===== src/pkg/vpg_pkg.sv =====
//
// Functional notes
// - Start flag on instance or post-cut vertex
// - Object takes provoking vertex's sequence number
// - Skip, then repeat, then bump sequence
// - Skip counter cleared at primitive termination
// - Sequence number cleared at instance start
// - Point and line skip/repeat values
// - Triangle skip/repeat values
// - Quads use own values, become topology_a
// - Line loop uses 2,0, becomes strip
// - Components written from draw's write offset
// - One held vertex, released on next/termination
// - Drop short topologies and trailing vertices
// - Filter buffers, releases handles of dropped
// - Statistics command type and enable bit
// - Statistics command opcode fields
// - Count every fetched vertex while enabled
// - Count forwarded objects, not closing line
// - Disable freezes tallies for later draws
// - All-ones cut ends primitive, flushes held
// - Any delimiter clears skip and repeat
package vpg_pkg;

  localparam int HANDLE_W = 8;
  localparam int SEQ_W    = 16;
  localparam int CNT_W    = 32;
  localparam int COMP_W   = 32;

  // Statistics control command fields
  localparam logic [2:0] CMD_TYPE      = 3'h3;
  localparam logic [1:0] CMD_SUB_EARLY = 2'h3;
  localparam logic [1:0] CMD_SUB_LATE  = 2'h1;
  localparam logic [2:0] CMD_OP        = 3'h0;
  localparam logic [7:0] CMD_SUBOP     = 8'h0b;
  localparam int         CMD_EN_BIT    = 0;

  // Register map
  localparam int         AXI_AW      = 8;
  localparam logic [7:0] REG_CTRL    = 8'h00;
  localparam logic [7:0] REG_STATUS  = 8'h04;
  localparam logic [7:0] REG_VTX     = 8'h08;
  localparam logic [7:0] REG_OBJ     = 8'h0c;
  localparam logic [7:0] REG_SEQ     = 8'h10;
  localparam int         CTRL_EN_BIT = 0;
  localparam int         CTRL_CLR_BIT = 1;
  localparam logic       CTRL_EN_RST = 1'b0;
  localparam logic [1:0] RESP_OKAY   = 2'h0;
  localparam logic [1:0] RESP_SLVERR = 2'h2;

  typedef enum logic [3:0] {
    TOPO_POINT_LIST, TOPO_LINE_LIST, TOPO_LINE_LIST_ADJ, TOPO_LINE_STRIP,
    TOPO_LINE_STRIP_ADJ, TOPO_LINE_LOOP, TOPO_TRI_LIST, TOPO_RECT_LIST,
    TOPO_TRI_LIST_ADJ, TOPO_TRI_STRIP, TOPO_TRI_STRIP_ADJ, TOPO_TRI_FAN,
    TOPO_A, TOPO_QUAD_LIST, TOPO_QUAD_STRIP
  } vpg_topo_e;

  typedef struct packed {
    logic                    inst_first;
    logic                    cut;
    logic                    draw_last;
    vpg_topo_e               topo;
    logic [HANDLE_W-1:0]     handle;
    logic [3:0]              comp_sel;
    logic [1:0]              dst_off;
    logic [4*COMP_W-1:0]     comp;
  } vpg_vin_s;

  typedef struct packed {
    logic                    prim_start;
    logic                    prim_end;
    vpg_topo_e               topo;
    logic [HANDLE_W-1:0]     handle;
    logic [SEQ_W-1:0]        seq;
  } vpg_vtx_s;

  typedef struct packed {
    logic [HANDLE_W-1:0]     handle;
    logic [1:0]              dst_off;
    logic [3:0]              comp_sel;
    logic [4*COMP_W-1:0]     comp;
  } vpg_stw_s;

  typedef struct packed {
    logic [2:0] s;
    logic [2:0] r;
    logic [2:0] min;
    logic [2:0] step;
  } vpg_shape_s;

  // Skip, repeat, vertices per first object, vertices per later object
  function automatic vpg_shape_s vpg_shape(input vpg_topo_e t);
    case (t)
      TOPO_POINT_LIST:     return '{3'd1, 3'd0, 3'd1, 3'd1};
      TOPO_LINE_LIST:      return '{3'd1, 3'd1, 3'd2, 3'd2};
      TOPO_LINE_LIST_ADJ:  return '{3'd1, 3'd3, 3'd4, 3'd4};
      TOPO_LINE_STRIP:     return '{3'd2, 3'd0, 3'd2, 3'd1};
      TOPO_LINE_STRIP_ADJ: return '{3'd3, 3'd0, 3'd4, 3'd1};
      TOPO_LINE_LOOP:      return '{3'd2, 3'd0, 3'd2, 3'd1};
      TOPO_TRI_LIST:       return '{3'd1, 3'd2, 3'd3, 3'd3};
      TOPO_RECT_LIST:      return '{3'd1, 3'd2, 3'd3, 3'd3};
      TOPO_TRI_LIST_ADJ:   return '{3'd1, 3'd5, 3'd6, 3'd6};
      TOPO_TRI_STRIP_ADJ:  return '{3'd5, 3'd1, 3'd6, 3'd2};
      TOPO_QUAD_LIST:      return '{3'd1, 3'd3, 3'd4, 3'd4};
      TOPO_QUAD_STRIP:     return '{3'd3, 3'd1, 3'd4, 3'd2};
      default:             return '{3'd3, 3'd0, 3'd3, 3'd1};
    endcase
  endfunction : vpg_shape

  // Topology as seen past pipeline entry
  function automatic vpg_topo_e vpg_entry_topo(input vpg_topo_e t);
    if (t == TOPO_LINE_LOOP)
      return TOPO_LINE_STRIP;
    else if (t == TOPO_QUAD_LIST || t == TOPO_QUAD_STRIP)
      return TOPO_A;
    else
      return t;
  endfunction : vpg_entry_topo

endpackage : vpg_pkg


===== src/design/vpg_prim_id_gen.sv =====
module vpg_prim_id_gen
  import vpg_pkg::*;
#(
  parameter int PEND_DEPTH = 6
) (
  input  wire logic              clk,
  input  wire logic              sys_rst,
  input  wire logic              ce,
  input  wire logic              in_valid,
  input  wire vpg_vin_s          in_data,
  output logic                   in_ready,
  input  wire logic              cmd_valid,
  input  wire logic [31:0]       cmd_dword,
  output logic                   st_valid,
  output vpg_stw_s               st_wr,
  output logic                   out_valid,
  output vpg_vtx_s               out_vtx,
  input  wire logic              out_ready,
  output logic                   rel_valid,
  output logic [HANDLE_W-1:0]    rel_handle,
  input  wire logic [AXI_AW-1:0] s_axi_awaddr,
  input  wire logic              s_axi_awvalid,
  output logic                   s_axi_awready,
  input  wire logic [31:0]       s_axi_wdata,
  input  wire logic [3:0]        s_axi_wstrb,
  input  wire logic              s_axi_wvalid,
  output logic                   s_axi_wready,
  output logic [1:0]             s_axi_bresp,
  output logic                   s_axi_bvalid,
  input  wire logic              s_axi_bready,
  input  wire logic [AXI_AW-1:0] s_axi_araddr,
  input  wire logic              s_axi_arvalid,
  output logic                   s_axi_arready,
  output logic [31:0]            s_axi_rdata,
  output logic [1:0]             s_axi_rresp,
  output logic                   s_axi_rvalid,
  input  wire logic              s_axi_rready
);

  generate
    if (PEND_DEPTH < 6 || PEND_DEPTH > 7)
    begin : g_chk
      $error("PEND_DEPTH must be 6 or 7");
    end
  endgenerate

  typedef enum logic [1:0] {F_IDLE, F_DRAIN, F_DROP, F_FLUSH} vpg_fst_e;

  function automatic logic vpg_mapped(input logic [AXI_AW-1:0] a);
    return a == REG_CTRL || a == REG_STATUS || a == REG_VTX
        || a == REG_OBJ || a == REG_SEQ;
  endfunction : vpg_mapped

  // ----------------------------------------------------------------
  // Generator state
  // ----------------------------------------------------------------
  logic                  in_ready_r;
  logic [2:0]            s_cnt_r;
  logic [2:0]            r_cnt_r;
  logic [SEQ_W-1:0]      seq_r;
  logic                  start_next_r;
  logic                  hold_v_r;
  vpg_vtx_s              hold_r;
  logic                  gq_v_r;
  vpg_vtx_s              gq_r;
  logic                  flush_r;
  logic                  st_valid_r;
  vpg_stw_s              st_wr_r;
  logic                  draw_act_r;
  logic                  dstat_r;
  logic                  stats_en_r;
  logic                  tally_clr_r;
  logic [CNT_W-1:0]      vtx_tally_r;
  logic [CNT_W-1:0]      obj_tally_r;

  // Filter state
  vpg_fst_e              fst_r;
  vpg_vtx_s              pend_r [PEND_DEPTH];
  logic [2:0]            pcnt_r;
  logic [2:0]            rd_r;
  logic [2:0]            nv_r;
  logic [2:0]            ph_r;
  logic                  fend_r;
  logic                  oh_v_r;
  vpg_vtx_s              oh_r;
  logic                  out_valid_r;
  vpg_vtx_s              out_r;
  logic                  rel_valid_r;
  logic [HANDLE_W-1:0]   rel_handle_r;

  // ----------------------------------------------------------------
  // Generator next values
  // ----------------------------------------------------------------
  vpg_shape_s            shp;
  logic                  beat;
  logic                  term;
  logic [2:0]            s_b;
  logic [2:0]            r_b;
  logic [SEQ_W-1:0]      seq_b;
  logic [2:0]            s_nxt;
  logic [2:0]            r_nxt;
  logic [SEQ_W-1:0]      seq_nxt;
  logic                  flush_go;
  logic                  gq_push;
  logic                  gq_v_nxt;
  logic                  flush_nxt;
  logic                  flt_take;
  logic                  stat_on;

  always_comb
  begin
    shp      = vpg_shape(in_data.topo);
    beat     = ce && in_valid && in_ready_r;
    term     = in_data.cut || in_data.inst_first;
    s_b      = term ? 3'd0 : s_cnt_r;
    r_b      = term ? 3'd0 : r_cnt_r;
    seq_b    = in_data.inst_first ? '0 : seq_r;
    s_nxt    = s_b;
    r_nxt    = r_b;
    seq_nxt  = seq_b;
    if (!in_data.cut)
    begin
      if (s_b < shp.s)
        s_nxt = s_b + 3'd1;
      else if (r_b < shp.r)
        r_nxt = r_b + 3'd1;
      else
      begin
        seq_nxt = seq_b + 1'b1;
        r_nxt   = 3'd0;
      end
    end
    flush_go  = ce && flush_r && !gq_v_r;
    gq_push   = hold_v_r && (beat || flush_go);
    gq_v_nxt  = gq_push || (gq_v_r && !flt_take);
    flush_nxt = beat ? in_data.draw_last : (flush_r && !flush_go);
    stat_on   = draw_act_r ? dstat_r : stats_en_r;
  end

  // ----------------------------------------------------------------
  // Vertex generator with one held vertex
  // ----------------------------------------------------------------
  always_ff @(posedge clk)
  begin
    if (sys_rst)
    begin
      in_ready_r   <= 1'b0;
      s_cnt_r      <= 3'd0;
      r_cnt_r      <= 3'd0;
      seq_r        <= '0;
      start_next_r <= 1'b1;
      hold_v_r     <= 1'b0;
      hold_r       <= '0;
      gq_v_r       <= 1'b0;
      gq_r         <= '0;
      flush_r      <= 1'b0;
      st_valid_r   <= 1'b0;
      st_wr_r      <= '0;
      draw_act_r   <= 1'b0;
      dstat_r      <= 1'b0;
    end
    else if (ce)
    begin
      in_ready_r <= !gq_v_nxt && !flush_nxt;
      flush_r    <= flush_nxt;
      st_valid_r <= 1'b0;
      if (flt_take)
        gq_v_r <= 1'b0;
      if (gq_push)
      begin
        gq_r          <= hold_r;
        gq_r.prim_end <= flush_go || term;
        gq_v_r        <= 1'b1;
      end
      if (beat)
      begin
        s_cnt_r    <= s_nxt;
        r_cnt_r    <= r_nxt;
        seq_r      <= seq_nxt;
        draw_act_r <= !in_data.draw_last;
        if (!draw_act_r)
          dstat_r <= stats_en_r;
        if (in_data.cut)
        begin
          hold_v_r     <= 1'b0;
          start_next_r <= 1'b1;
        end
        else
        begin
          hold_v_r          <= 1'b1;
          hold_r.prim_start <= in_data.inst_first || start_next_r;
          hold_r.prim_end   <= 1'b0;
          hold_r.topo       <= in_data.topo;
          hold_r.handle     <= in_data.handle;
          hold_r.seq        <= seq_nxt;
          start_next_r      <= 1'b0;
          st_valid_r        <= 1'b1;
          st_wr_r.handle    <= in_data.handle;
          st_wr_r.dst_off   <= in_data.dst_off;
          st_wr_r.comp_sel  <= in_data.comp_sel;
          st_wr_r.comp      <= in_data.comp;
        end
      end
      else if (flush_go)
      begin
        hold_v_r     <= 1'b0;
        start_next_r <= 1'b1;
        s_cnt_r      <= 3'd0;
        r_cnt_r      <= 3'd0;
      end
    end
  end

  // ----------------------------------------------------------------
  // Dangling-vertex filter
  // ----------------------------------------------------------------
  vpg_shape_s            fshp;
  logic [2:0]            nv_b;
  logic [2:0]            ph_b;
  logic [2:0]            nv1;
  logic                  complete;
  logic                  out_free;
  logic                  can_push;
  logic                  obj_cnt;

  always_comb
  begin
    fshp     = vpg_shape(gq_r.topo);
    flt_take = ce && gq_v_r && fst_r == F_IDLE;
    nv_b     = gq_r.prim_start ? 3'd0 : nv_r;
    ph_b     = gq_r.prim_start ? 3'd0 : ph_r;
    nv1      = nv_b + 3'd1;
    complete = nv1 >= fshp.min
            && (nv1 == fshp.min || ph_b + 3'd1 == fshp.step);
    out_free = !out_valid_r || out_ready;
    can_push = !oh_v_r || out_free;
    obj_cnt  = flt_take && complete && stat_on
            && !(gq_r.topo == TOPO_LINE_LOOP && gq_r.prim_end);
  end

  always_ff @(posedge clk)
  begin
    if (sys_rst)
    begin
      fst_r        <= F_IDLE;
      pcnt_r       <= 3'd0;
      rd_r         <= 3'd0;
      nv_r         <= 3'd0;
      ph_r         <= 3'd0;
      fend_r       <= 1'b0;
      oh_v_r       <= 1'b0;
      oh_r         <= '0;
      out_valid_r  <= 1'b0;
      out_r        <= '0;
      rel_valid_r  <= 1'b0;
      rel_handle_r <= '0;
      for (int i = 0; i < PEND_DEPTH; i++)
        pend_r[i] <= '0;
    end
    else if (ce)
    begin
      rel_valid_r <= 1'b0;
      if (out_valid_r && out_ready)
        out_valid_r <= 1'b0;
      case (fst_r)
        F_IDLE:
        begin
          if (flt_take)
          begin
            pend_r[pcnt_r] <= gq_r;
            pcnt_r         <= pcnt_r + 3'd1;
            nv_r           <= (nv1 >= fshp.min) ? fshp.min : nv1;
            ph_r           <= (complete || nv1 <= fshp.min) ? 3'd0 : ph_b + 3'd1;
            fend_r         <= gq_r.prim_end;
            rd_r           <= 3'd0;
            if (complete)
              fst_r <= F_DRAIN;
            else if (gq_r.prim_end)
              fst_r <= F_DROP;
          end
        end
        F_DRAIN:
        begin
          if (can_push)
          begin
            if (oh_v_r)
            begin
              out_r       <= oh_r;
              out_r.topo  <= vpg_entry_topo(oh_r.topo);
              out_valid_r <= 1'b1;
            end
            oh_r          <= pend_r[rd_r];
            oh_r.prim_end <= 1'b0;
            oh_v_r        <= 1'b1;
            rd_r          <= rd_r + 3'd1;
            if (rd_r + 3'd1 == pcnt_r)
            begin
              pcnt_r <= 3'd0;
              fst_r  <= fend_r ? F_FLUSH : F_IDLE;
            end
          end
        end
        F_DROP:
        begin
          rel_valid_r  <= 1'b1;
          rel_handle_r <= pend_r[rd_r].handle;
          rd_r         <= rd_r + 3'd1;
          if (rd_r + 3'd1 == pcnt_r)
          begin
            pcnt_r <= 3'd0;
            fst_r  <= F_FLUSH;
          end
        end
        default:
        begin
          if (!oh_v_r)
            fst_r <= F_IDLE;
          else if (out_free)
          begin
            out_r          <= oh_r;
            out_r.topo     <= vpg_entry_topo(oh_r.topo);
            out_r.prim_end <= 1'b1;
            out_valid_r    <= 1'b1;
            oh_v_r         <= 1'b0;
            fst_r          <= F_IDLE;
          end
        end
      endcase
    end
  end

  // ----------------------------------------------------------------
  // Statistics control and tallies
  // ----------------------------------------------------------------
  logic                  cmd_hit;
  logic                  wr_hs;
  logic                  rd_hs;

  always_comb
  begin
    cmd_hit = cmd_valid
           && cmd_dword[31:29] == CMD_TYPE
           && (cmd_dword[28:27] == CMD_SUB_EARLY
               || cmd_dword[28:27] == CMD_SUB_LATE)
           && cmd_dword[26:24] == CMD_OP
           && cmd_dword[23:16] == CMD_SUBOP;
    wr_hs   = s_axi_awvalid && s_axi_awready && s_axi_wvalid && s_axi_wready;
    rd_hs   = s_axi_arvalid && s_axi_arready;
  end

  always_ff @(posedge clk)
  begin
    if (sys_rst)
    begin
      stats_en_r  <= CTRL_EN_RST;
      tally_clr_r <= 1'b0;
    end
    else
    begin
      tally_clr_r <= 1'b0;
      if (ce && cmd_hit)
        stats_en_r <= cmd_dword[CMD_EN_BIT];
      else if (wr_hs && s_axi_awaddr == REG_CTRL && s_axi_wstrb[0])
      begin
        stats_en_r  <= s_axi_wdata[CTRL_EN_BIT];
        tally_clr_r <= s_axi_wdata[CTRL_CLR_BIT];
      end
    end
  end

  always_ff @(posedge clk)
  begin
    if (sys_rst)
    begin
      vtx_tally_r <= '0;
      obj_tally_r <= '0;
    end
    else if (ce)
    begin
      if (beat && !in_data.cut && stat_on)
        vtx_tally_r <= (tally_clr_r ? '0 : vtx_tally_r) + 1'b1;
      else if (tally_clr_r)
        vtx_tally_r <= '0;
      if (obj_cnt)
        obj_tally_r <= (tally_clr_r ? '0 : obj_tally_r) + 1'b1;
      else if (tally_clr_r)
        obj_tally_r <= '0;
    end
  end

  // ----------------------------------------------------------------
  // AXI4-Lite slave
  // ----------------------------------------------------------------
  logic                  awready_r;
  logic                  bvalid_r;
  logic [1:0]            bresp_r;
  logic                  arready_r;
  logic                  rvalid_r;
  logic [1:0]            rresp_r;
  logic [31:0]           rdata_r;

  always_ff @(posedge clk)
  begin
    if (sys_rst)
    begin
      awready_r <= 1'b0;
      bvalid_r  <= 1'b0;
      bresp_r   <= RESP_OKAY;
    end
    else
    begin
      awready_r <= s_axi_awvalid && s_axi_wvalid && !awready_r && !bvalid_r;
      if (wr_hs)
      begin
        bvalid_r <= 1'b1;
        bresp_r  <= vpg_mapped(s_axi_awaddr) ? RESP_OKAY : RESP_SLVERR;
      end
      else if (s_axi_bready)
        bvalid_r <= 1'b0;
    end
  end

  always_ff @(posedge clk)
  begin
    if (sys_rst)
    begin
      arready_r <= 1'b0;
      rvalid_r  <= 1'b0;
      rresp_r   <= RESP_OKAY;
      rdata_r   <= '0;
    end
    else
    begin
      arready_r <= s_axi_arvalid && !arready_r && !rvalid_r;
      if (rd_hs)
      begin
        rvalid_r <= 1'b1;
        rresp_r  <= vpg_mapped(s_axi_araddr) ? RESP_OKAY : RESP_SLVERR;
        if (s_axi_araddr == REG_CTRL)
          rdata_r <= {31'h0, stats_en_r};
        else if (s_axi_araddr == REG_STATUS)
          rdata_r <= {24'h0, pcnt_r, fst_r, oh_v_r, hold_v_r, draw_act_r};
        else if (s_axi_araddr == REG_VTX)
          rdata_r <= vtx_tally_r;
        else if (s_axi_araddr == REG_OBJ)
          rdata_r <= obj_tally_r;
        else if (s_axi_araddr == REG_SEQ)
          rdata_r <= {{(32-SEQ_W){1'b0}}, seq_r};
        else
          rdata_r <= 32'h0;
      end
      else if (s_axi_rready)
        rvalid_r <= 1'b0;
    end
  end

  // ----------------------------------------------------------------
  // Outputs
  // ----------------------------------------------------------------
  assign in_ready      = in_ready_r;
  assign st_valid      = st_valid_r;
  assign st_wr         = st_wr_r;
  assign out_valid     = out_valid_r;
  assign out_vtx       = out_r;
  assign rel_valid     = rel_valid_r;
  assign rel_handle    = rel_handle_r;
  assign s_axi_awready = awready_r;
  assign s_axi_wready  = awready_r;
  assign s_axi_bvalid  = bvalid_r;
  assign s_axi_bresp   = bresp_r;
  assign s_axi_arready = arready_r;
  assign s_axi_rvalid  = rvalid_r;
  assign s_axi_rresp   = rresp_r;
  assign s_axi_rdata   = rdata_r;

endmodule : vpg_prim_id_gen


===== config.mk =====
export PLATFORM = sky130hd
export DESIGN_NAME = vpg_prim_id_gen
export DESIGN_NICKNAME = d
export VERILOG_FILES = /design/src/pkg/vpg_pkg.sv /design/src/design/vpg_prim_id_gen.sv
export SDC_FILE = /design/constraint.sdc
export NUM_CORES = 1
export LEC_CHECK = 0
export BUFFER_PORTS_ARGS = -buffer_cell sky130_fd_sc_hd__buf_2
export CELL_PAD_IN_SITES_DETAIL_PLACEMENT = 0
export CELL_PAD_IN_SITES_GLOBAL_PLACEMENT = 1
export CORE_ASPECT_RATIO = 2
export CORE_MARGIN = 4
export CORE_UTILIZATION = 47
export CTS_BUF_LIST = sky130_fd_sc_hd__clkbuf_8 sky130_fd_sc_hd__clkbuf_16
export CTS_CLUSTER_SIZE = 28
export DETAILED_ROUTE_END_ITERATION = 8
export GPL_TIMING_DRIVEN = 0
export PLACE_DENSITY = 0.83
export SKIP_LAST_GASP = 1
export SLEW_MARGIN = 0
export SYNTH_ARGS = -nofsm -noshare
export SYNTH_HDL_FRONTEND = slang
export SYNTH_SLANG_ARGS = --single-unit

===== constraint.sdc =====
create_clock -name clk -period 6.5 [get_ports clk]
set_clock_uncertainty 0.05 [all_clocks]
set_input_delay 0.325 -clock clk [delete_from_list [all_inputs] [get_ports clk]]
set_output_delay 0.325 -clock clk [all_outputs]
set_load 0.05 [all_outputs]

==> impl_metrics.toml, run 1 <==
[outcome]
result_of_the_run = "finished, final reports clean"

[clock_tree]
number_of_setup_buffers_added_after_cts = 0
clock-root-buffer = "clkbuf_16"
clock_latency_ns = 0.63
clkSlewWorstSetupHoldPaths_ns = 0.07
cts_made_buffers = 57
cts-htree-levels = 2
tritoncts = "yes"
clock_sink_count = 653
max-clock-path-buffers = 3

[global_route]
grt_max_degree = 30
globalRouteTotalUtil_pct = 28.67
initial_antenna_violation_count = 2
first_global_vias = 24020
global_route_wire_length_before_repair_um = 138100
globalRouteOverflowTotal = 0

[placed_design]
placedCellCount = 3993
port_buffers = 413
gpl.final_weighted_congestion = 0.9505
dp_slack_ns = 2.475
estimated_wirelength_of_the_detail_placed_design_um = 70210
placed_cell_area_um2 = 30580

[timing]
number_of_hold_violations_in_the_final_report = 0
post-route-worst-setup-slack_ns = 2.433
max_slew_margin_pct = 18.89
post-route-min-period_ns = 4.067
max_clock_freq_mhz = 245.9
finalSetupViolCount = 0
grt_setup_unrepaired = "false"
period_utilization_pct = 62.56
timing_worst_slew_pin_value_ns = 1.217
timing.final.max_slew_violations = 0
setup-tns-final_ns = 0

[power]
p_switching_mw = 1.913
power.internal_mw = 6.396
p_sw_share_pct = 23.02
power.sequential.fraction_pct = 51.8
powerDensity_nw_per_um2 = 243.8
p_clk_share_pct = 42.5
ir_drop_uv = 227.0
power.share.combinational_pct = 5.7
leakage_nw = 12.77

[synth]
postSynthCellCount = 2817
synthFlopType = "dfxtp_1"
synth_cell_types = 72
synth.yosys.warnings = 0
ys_async_sr_fraction_pct = 0
synth_seq_cells = 653
post_synth_instance_area_um2 = 27540
synth.largest_area_cell = "dfxtp_1"
ys_seq_area_share_pct = 55.90
number_of_synthesized_flops_with_an_enable_pin = 232
syn_avg_cell_area_um2 = 9.777
post-synth-top-area-fraction_pct = 30.60
yosys-top-cells-area = "dfxtp_1 31%, edfxtp_1 25%, nand2_1 8.0%"

[setup_path]
timing.rr.start = "gq_r[29]"
critical_path.reg2reg.endpoint = "obj_tally_r[30]"
cp_num_buf_inv = 2
class_of_the_most_critical_setup_path = "register to register"
critPathTopFamily = "simple AND/OR/NAND/NOR gates"
timing.critical_path.fanout_max = 10
setup.worst_path.start = "gq_r[29]"
cp_num_cells = 12
timing.critical_path.to = "obj_tally_r[30]"
crit_path_start_kind = "register"
critical_path.max_stage_delay_ns = 0.78
required_time_worst_endpoint_ns = 6.92
list_of_cells_traversed_by_the_critical_path = "clkbuf_1, nor2b_1, ha_1, xnor2_1, ha_1, a21o_1, a31oi_1, or3b_2, nor4b_2, buf_2, a31o_2, a21oi_1"
ff_to_ff_setup_slack_ns = 2.43
cp_endpoint_kind = "register"
r2r.worst_path.cells = 12
path_common_cell = "ha_1"
critical_path.slowest_cell = "nor4b_2"
worst_ep_arrival_ns = 4.49

[finish]
share_of_post_route_cells_with_drive_strength_above_1_pct = 17.21
finalCoreUtilization_pct = 58.75
area.growth.synth_to_final_pct = 23.76
stdcell_count = 4256
finish.net_count = 3720
combined_area_of_the_multi_input_logic_cells_um2 = 11140
finalInstanceArea_um2 = 34090
regArea_um2 = 15390
num-fill-cells = 5024

[floorplan]
die_w_um = 179.2
initial_core_util_pct = 47.47
die_height_um = 350.3
rows = 125
count_of_boundary_i_o_pins = 469
core_region_area_um2 = 58020
die_area_um2 = 62770

[routing]
drc_marker_count_from_the_first_detailed_route_iteration = 1625
wire_per_inst_um = 21.63
drt_pre_antenna_iters = 6
route.antenna.remaining_nets = 0
post-route-drc-count = 0
routed-via-count = 23570
wl_um = 92060
vias_per_cell = 5.539

[run]
max-cap-violations = 0

[hold_path]
hold_path_class = "primary input to register"
## cell families after synthesis
group / synth area share, %
adders and majority gates: 1.363
DFF: 55.90
muxes: 6.864
AOI/OAI and AO/OA: 11.70
xor gates and xnor gates: 1.844
and+or+nand+nor: 18.59
other: 0.01362
buffers and inverters: 3.730
## flip-flops by register name, indices dropped and copies added (netlist names), 6 cells and up, named ones only
register,flops
pend_r,232
st_wr,142
obj_tally_r,32
s_axi_rdata,32
vtx_tally_r,32
gq_r,30
out_vtx,30
oh_r,29
hold_r,21
seq_r,16
rel_handle,8
fshp,6
## synth_stat cells (all sizes together) (7+ instances only)
| cell | count |
|---|---|
| a211oi | 45 |
| a21o | 8 |
| a21oi | 278 |
| a22o | 18 |
| a22oi | 34 |
| a31o | 10 |
| a31oi | 15 |
| and2 | 11 |
| and3 | 18 |
| buf | 37 |
| clkbuf | 167 |
| dfxtp | 421 |
| edfxtp | 232 |
| ha | 30 |
| inv | 53 |
| mux2i | 55 |
| mux4 | 58 |
| nand2 | 590 |
| nand2b | 23 |
| nand3 | 50 |
| nand4 | 26 |
| nand4b | 7 |
| nor2 | 313 |
| nor2b | 35 |
| nor3 | 27 |
| nor4 | 10 |
| nor4b | 9 |
| o211ai | 21 |
| o21ai | 50 |
| o2bb2ai | 13 |
| or3 | 12 |
| xnor2 | 39 |
| xor2 | 19 |
## final cells by class
class,count,share of cell area [%]
flip-flops and latches,653,45.16
inverters,55,0.6057
repair buffers,569,10.70
multi-input cells,1906,32.69
plain buffers,204,2.408
clock inverters,44,1.241
well taps,762,2.797
diodes,2,0.01468
clock buffers,61,4.379
## cell usage in the layout (no fill, tap or decap), drive strengths merged, types with 55 or more instances in the layout
cell and instances:
dlygate4sd3 155, mux4 58, nand2 590, nor2 313, a21oi 278, dfxtp 421
mux2i 55, buf 451, inv 74, edfxtp 232, clkbuf 228
## power groups by stage
stage          registers [mW]  logic [mW]  clock network [mW]
2_1_floorplan            4.44       0.164                   0
5_1_grt                  4.31       0.506                3.73
4_1_cts                  4.31       0.472                3.58
3_5_place_dp             4.40       0.395                   0
6_report                 4.30       0.477                3.53
3_3_place_gp             4.39       0.390                   0
## tightest hold or removal path, delay by kind of cell
| kind | cells | cell delay (ns) |
|---|---|---|
| compound gates | 2 | 0.21 |
| buf+inv | 1 | 0.10 |
## worst min-delay path by stage
stage                     from             end  cells after the start
6_report       s_axi_awaddr[2]  s_axi_bresp[1]                      3
5_1_grt        s_axi_awaddr[2]  s_axi_bresp[1]                      3
4_1_cts        s_axi_awaddr[2]  s_axi_bresp[1]                      3
3_5_place_dp      s_axi_rvalid   s_axi_arready                      1
3_3_place_gp      s_axi_bvalid   s_axi_awready                      1
2_1_floorplan       s_cnt_r[1]      s_cnt_r[1]                      2
## per-layer routing
metal | up-vias | share of wire [%] | global-route usage (%)
met5 | - | 0 | 0
met4 | 0 | 7.1 | 16.73
met3 | 281 | 5.3 | 4.463
met2 | 863 | 53 | 53.27
met1 | 11370 | 34 | 29.95
li1 | 11060 | - | -
## per-stage QoR
step,total power [mW],hold WS (ns)
after floorplan,4.605,0.3773
after global placement,4.781,0.3834
after detailed placement,4.792,0.3874
after CTS,8.354,0.001466
after global routing,8.540,0.01605
final,8.309,0.02698
## repair_timing
action | 4_1_cts | 5_1_grt
hold endpoints to repair | 152 | 0
hold buffers | 155 | 0
resized for setup | 0 | 0
No activity file was read; power rests on OpenSTA's default activity.
==> inputs of run 2 (changes only) <==
ABC_AREA = 1   (was not set)
CORE_UTILIZATION = 42   (was 47)
PLACE_DENSITY = 0.77   (was 0.83)
clock period = 4.2 ns   (was 6.5 ns; I/O delays follow)
==> run 2 against run 1 <==
The flow now finishes with violations (capacitance limit, slew limit); combinational power grew to 5.0 times the previous value; sequential share of layout area decreased by 1.6 points; worst hold slack got worse by 0.013 ns; power rose by 82%.
==> impl_metrics.toml, run 2 <==
[setup_path]
cp_endpoint_kind = "register"
list_of_cells_traversed_by_the_critical_path = "inv_1, ha_1, nand3_1, nor2_1, inv_1, nor2_1, inv_1, nand2_1, clkbuf_1, nand2_2"
required_time_worst_endpoint_ns = 4.32
timing.critical_path.fanout_max = 29
path_common_cell = "inv_1"
critical_path.max_stage_delay_ns = 0.65
cp_num_buf_inv = 4
crit_path_start_kind = "register"
critPathTopFamily = "simple AND/OR/NAND/NOR gates"
critical_path.slowest_cell = "nand2_2"
worst_ep_arrival_ns = 3.70
class_of_the_most_critical_setup_path = "register to register"

[synth]
syn_avg_cell_area_um2 = 8.201
synth.yosys.warnings = 0
post-synth-top-area-fraction_pct = 29.79
number_of_synthesized_flops_with_an_enable_pin = 232
postSynthCellCount = 3450
synth.largest_area_cell = "dfxtp_1"
yosys-top-cells-area = "dfxtp_1 30%, edfxtp_1 25%, nor2_1 11%"
yosysMostFrequentCell = "nor2_1"
netlist_top_cells_count = "842 x nor2_1, 482 x nand2_1, 421 x dfxtp_1, 397 x o21ai_0, 242 x inv_1"
synth_cell_types = 58
ys_seq_area_share_pct = 54.41
synth_seq_cells = 653
post_synth_instance_area_um2 = 28290
synthFlopType = "dfxtp_1"
ys_async_sr_fraction_pct = 0

[timing]
timing_worst_slew_pin_value_ns = 1.502
max_clock_freq_mhz = 279.1
post-route-worst-setup-slack_ns = 0.6173
timing.final.max_slew_violations = 2
post-route-min-period_ns = 3.583
period_utilization_pct = 85.30
hold-worst-slack_ns = 0.01351
max_slew_margin_pct = -1.194
grt_setup_unrepaired = "false"
finalSetupViolCount = 0
setup-tns-final_ns = 0
number_of_hold_violations_in_the_final_report = 0

[clock_tree]
clock_latency_ns = 0.64
postCtsResizedCells = 0
cts-htree-levels = 2
number_of_setup_buffers_added_after_cts = 0
clkSlewWorstSetupHoldPaths_ns = 0.07
cts_made_buffers = 58
max-clock-path-buffers = 3
tritoncts = "yes"
cts-hold-fix-buffers = 169
clock-root-buffer = "clkbuf_16"
clock_sink_count = 653

[finish]
share_of_post_route_cells_with_drive_strength_above_1_pct = 14.68
area.growth.synth_to_final_pct = 25.00
mostFrequentLayoutCell = "nor2_1"
regMostFlops = "pend_r"
stdcell_count = 5038
finish.net_count = 4373
layout_common_cells = "840 x nor2_1, 477 x nand2_1, 439 x buf_2, 421 x dfxtp_1, 397 x o21ai_0"
largest_register_ffs = 232

[power]
power.internal_mw = 10.71
p_sw_share_pct = 29.05
powerDensity_nw_per_um2 = 426.9
p_clk_share_pct = 38.8
power.sequential.fraction_pct = 45.4
ir_drop_uv = 316.3
p_switching_mw = 4.386
leakage_nw = 14.89
power.share.combinational_pct = 15.8

[routing]
vias_per_cell = 5.315
drc_marker_count_from_the_first_detailed_route_iteration = 1696
wire_per_inst_um = 22.95
routed-via-count = 26780
drt_pre_antenna_iters = 8
wl_um = 115600
route.antenna.remaining_nets = 0
post-route-drc-count = 0

[placed_design]
placedCellCount = 4754
estimated_wirelength_of_the_detail_placed_design_um = 90140
dp_slack_ns = 0.4637
port_buffers = 415
gpl.final_weighted_congestion = 0.9712

[global_route]
grt_max_degree = 30
globalRouteTotalUtil_pct = 31.30
initial_antenna_violation_count = 7
global_route_wire_length_before_repair_um = 168000
first_global_vias = 27140
globalRouteOverflowTotal = 0

[floorplan]
core_region_area_um2 = 66730
rows = 134
initial_core_util_pct = 42.40
die_w_um = 191.5
die_area_um2 = 71830
count_of_boundary_i_o_pins = 469
die_height_um = 375.1

[run]
max-cap-violations = 1

[outcome]
result_of_the_run = "complete, but fails checks"
violations = "capacitance limit, slew limit"

[hold_path]
hold_path_class = "primary input to register"
==> run 2: changes by cell type in the layout (fill, tap and decap cells not counted), sizes merged, moves of 35 or more <==
cell and change:
nand2 -101, nand3 +40, nor2b -35, a211oi -43, mux4 -58, o21ai +355, inv +189, nor2 +549
xnor2 -36, a21oi -64, o22ai +35
==> run 2: area by class of cell <==
type / count / area, um2
multi-input cells: 2342 / 11130
flip-flops and latches: 653 / 15390
clock buffers: 66 / 1584
inverters: 254 / 953.4
clock inverters: 43 / 484.2
fillers: 6658 / 31360
plain buffers: 202 / 859.6
well taps: 884 / 1106
repair buffers: 588 / 3835
diodes: 6 / 15.01
==> run 2: worst reg2reg max path: stages, from the launching register on <==
cell	delay, ns
dfxtp_1	0.33
inv_1	0.19
ha_1	0.28
nand3_1	0.34
nor2_1	0.23
inv_1	0.10
nor2_1	0.21
inv_1	0.10
nand2_1	0.14
clkbuf_1	0.48
nand2_2	0.65
==> run 2: power by group through the flow <==
stage / logic, mW / clock network [mW] / registers (mW)
detailed placement: 2.23 / 0 / 6.99
CTS: 2.36 / 5.93 / 6.85
floorplan: 1.10 / 0 / 7.13
global route: 2.53 / 6.15 / 6.87
global placement: 2.21 / 0 / 6.99
finish: 2.39 / 5.86 / 6.85
==> run 2: path summary, 6_finish.rpt <==
check	slack, ns	startpoint	end	cells after the start
worst max-delay path	0.62	fst_r[1]	pend_r[1][5]	10
worst min-delay path	0.01	ce	gq_r[28]	3
worst max register to register	0.62	fst_r[1]	pend_r[1][5]	10
worst min register to register	0.39	s_axi_arready	s_axi_arready	1
==> run 2: metal layers <==
layer  vias up  wire, um  share of wire (%)  track usage [%]
met4         2     10910                9.4            23.97
met5         -        17              0.015                0
met1     12680     38440                 33            30.59
met2       975     60620                 52            58.09
li1      12760         -                  -                -
met3       357      5617                4.9            4.405
==> run 2: cell families (layout without fill, tap and decap cells) <==
| kind of cell | after synthesis | count (layout) | synth area share [%] |
|---|---|---|---|
| compound gates | 742 | 742 | 14.34 |
| simple gates | 1529 | 1529 | 22.17 |
| flops | 653 | 653 | 54.41 |
| fa+ha+maj | 30 | 30 | 1.327 |
| other cells | 1 | 8 | 0.01325 |
| mux | 29 | 29 | 1.026 |
| buf+inv | 456 | 1153 | 6.408 |
| xor+xnor | 10 | 10 | 0.3096 |
==> run 2: metrics by stage <==
step / utilization [%] / total power, mW / area (um2)
6_report: 53.00 / 15.10 / 35370
5_1_grt: 52.99 / 15.54 / 35360
4_1_cts: 52.97 / 15.14 / 35350
3_5_place_dp: 47.34 / 9.220 / 31590
3_3_place_gp: 47.19 / 9.199 / 31490
2_1_floorplan: - / 8.236 / 28300
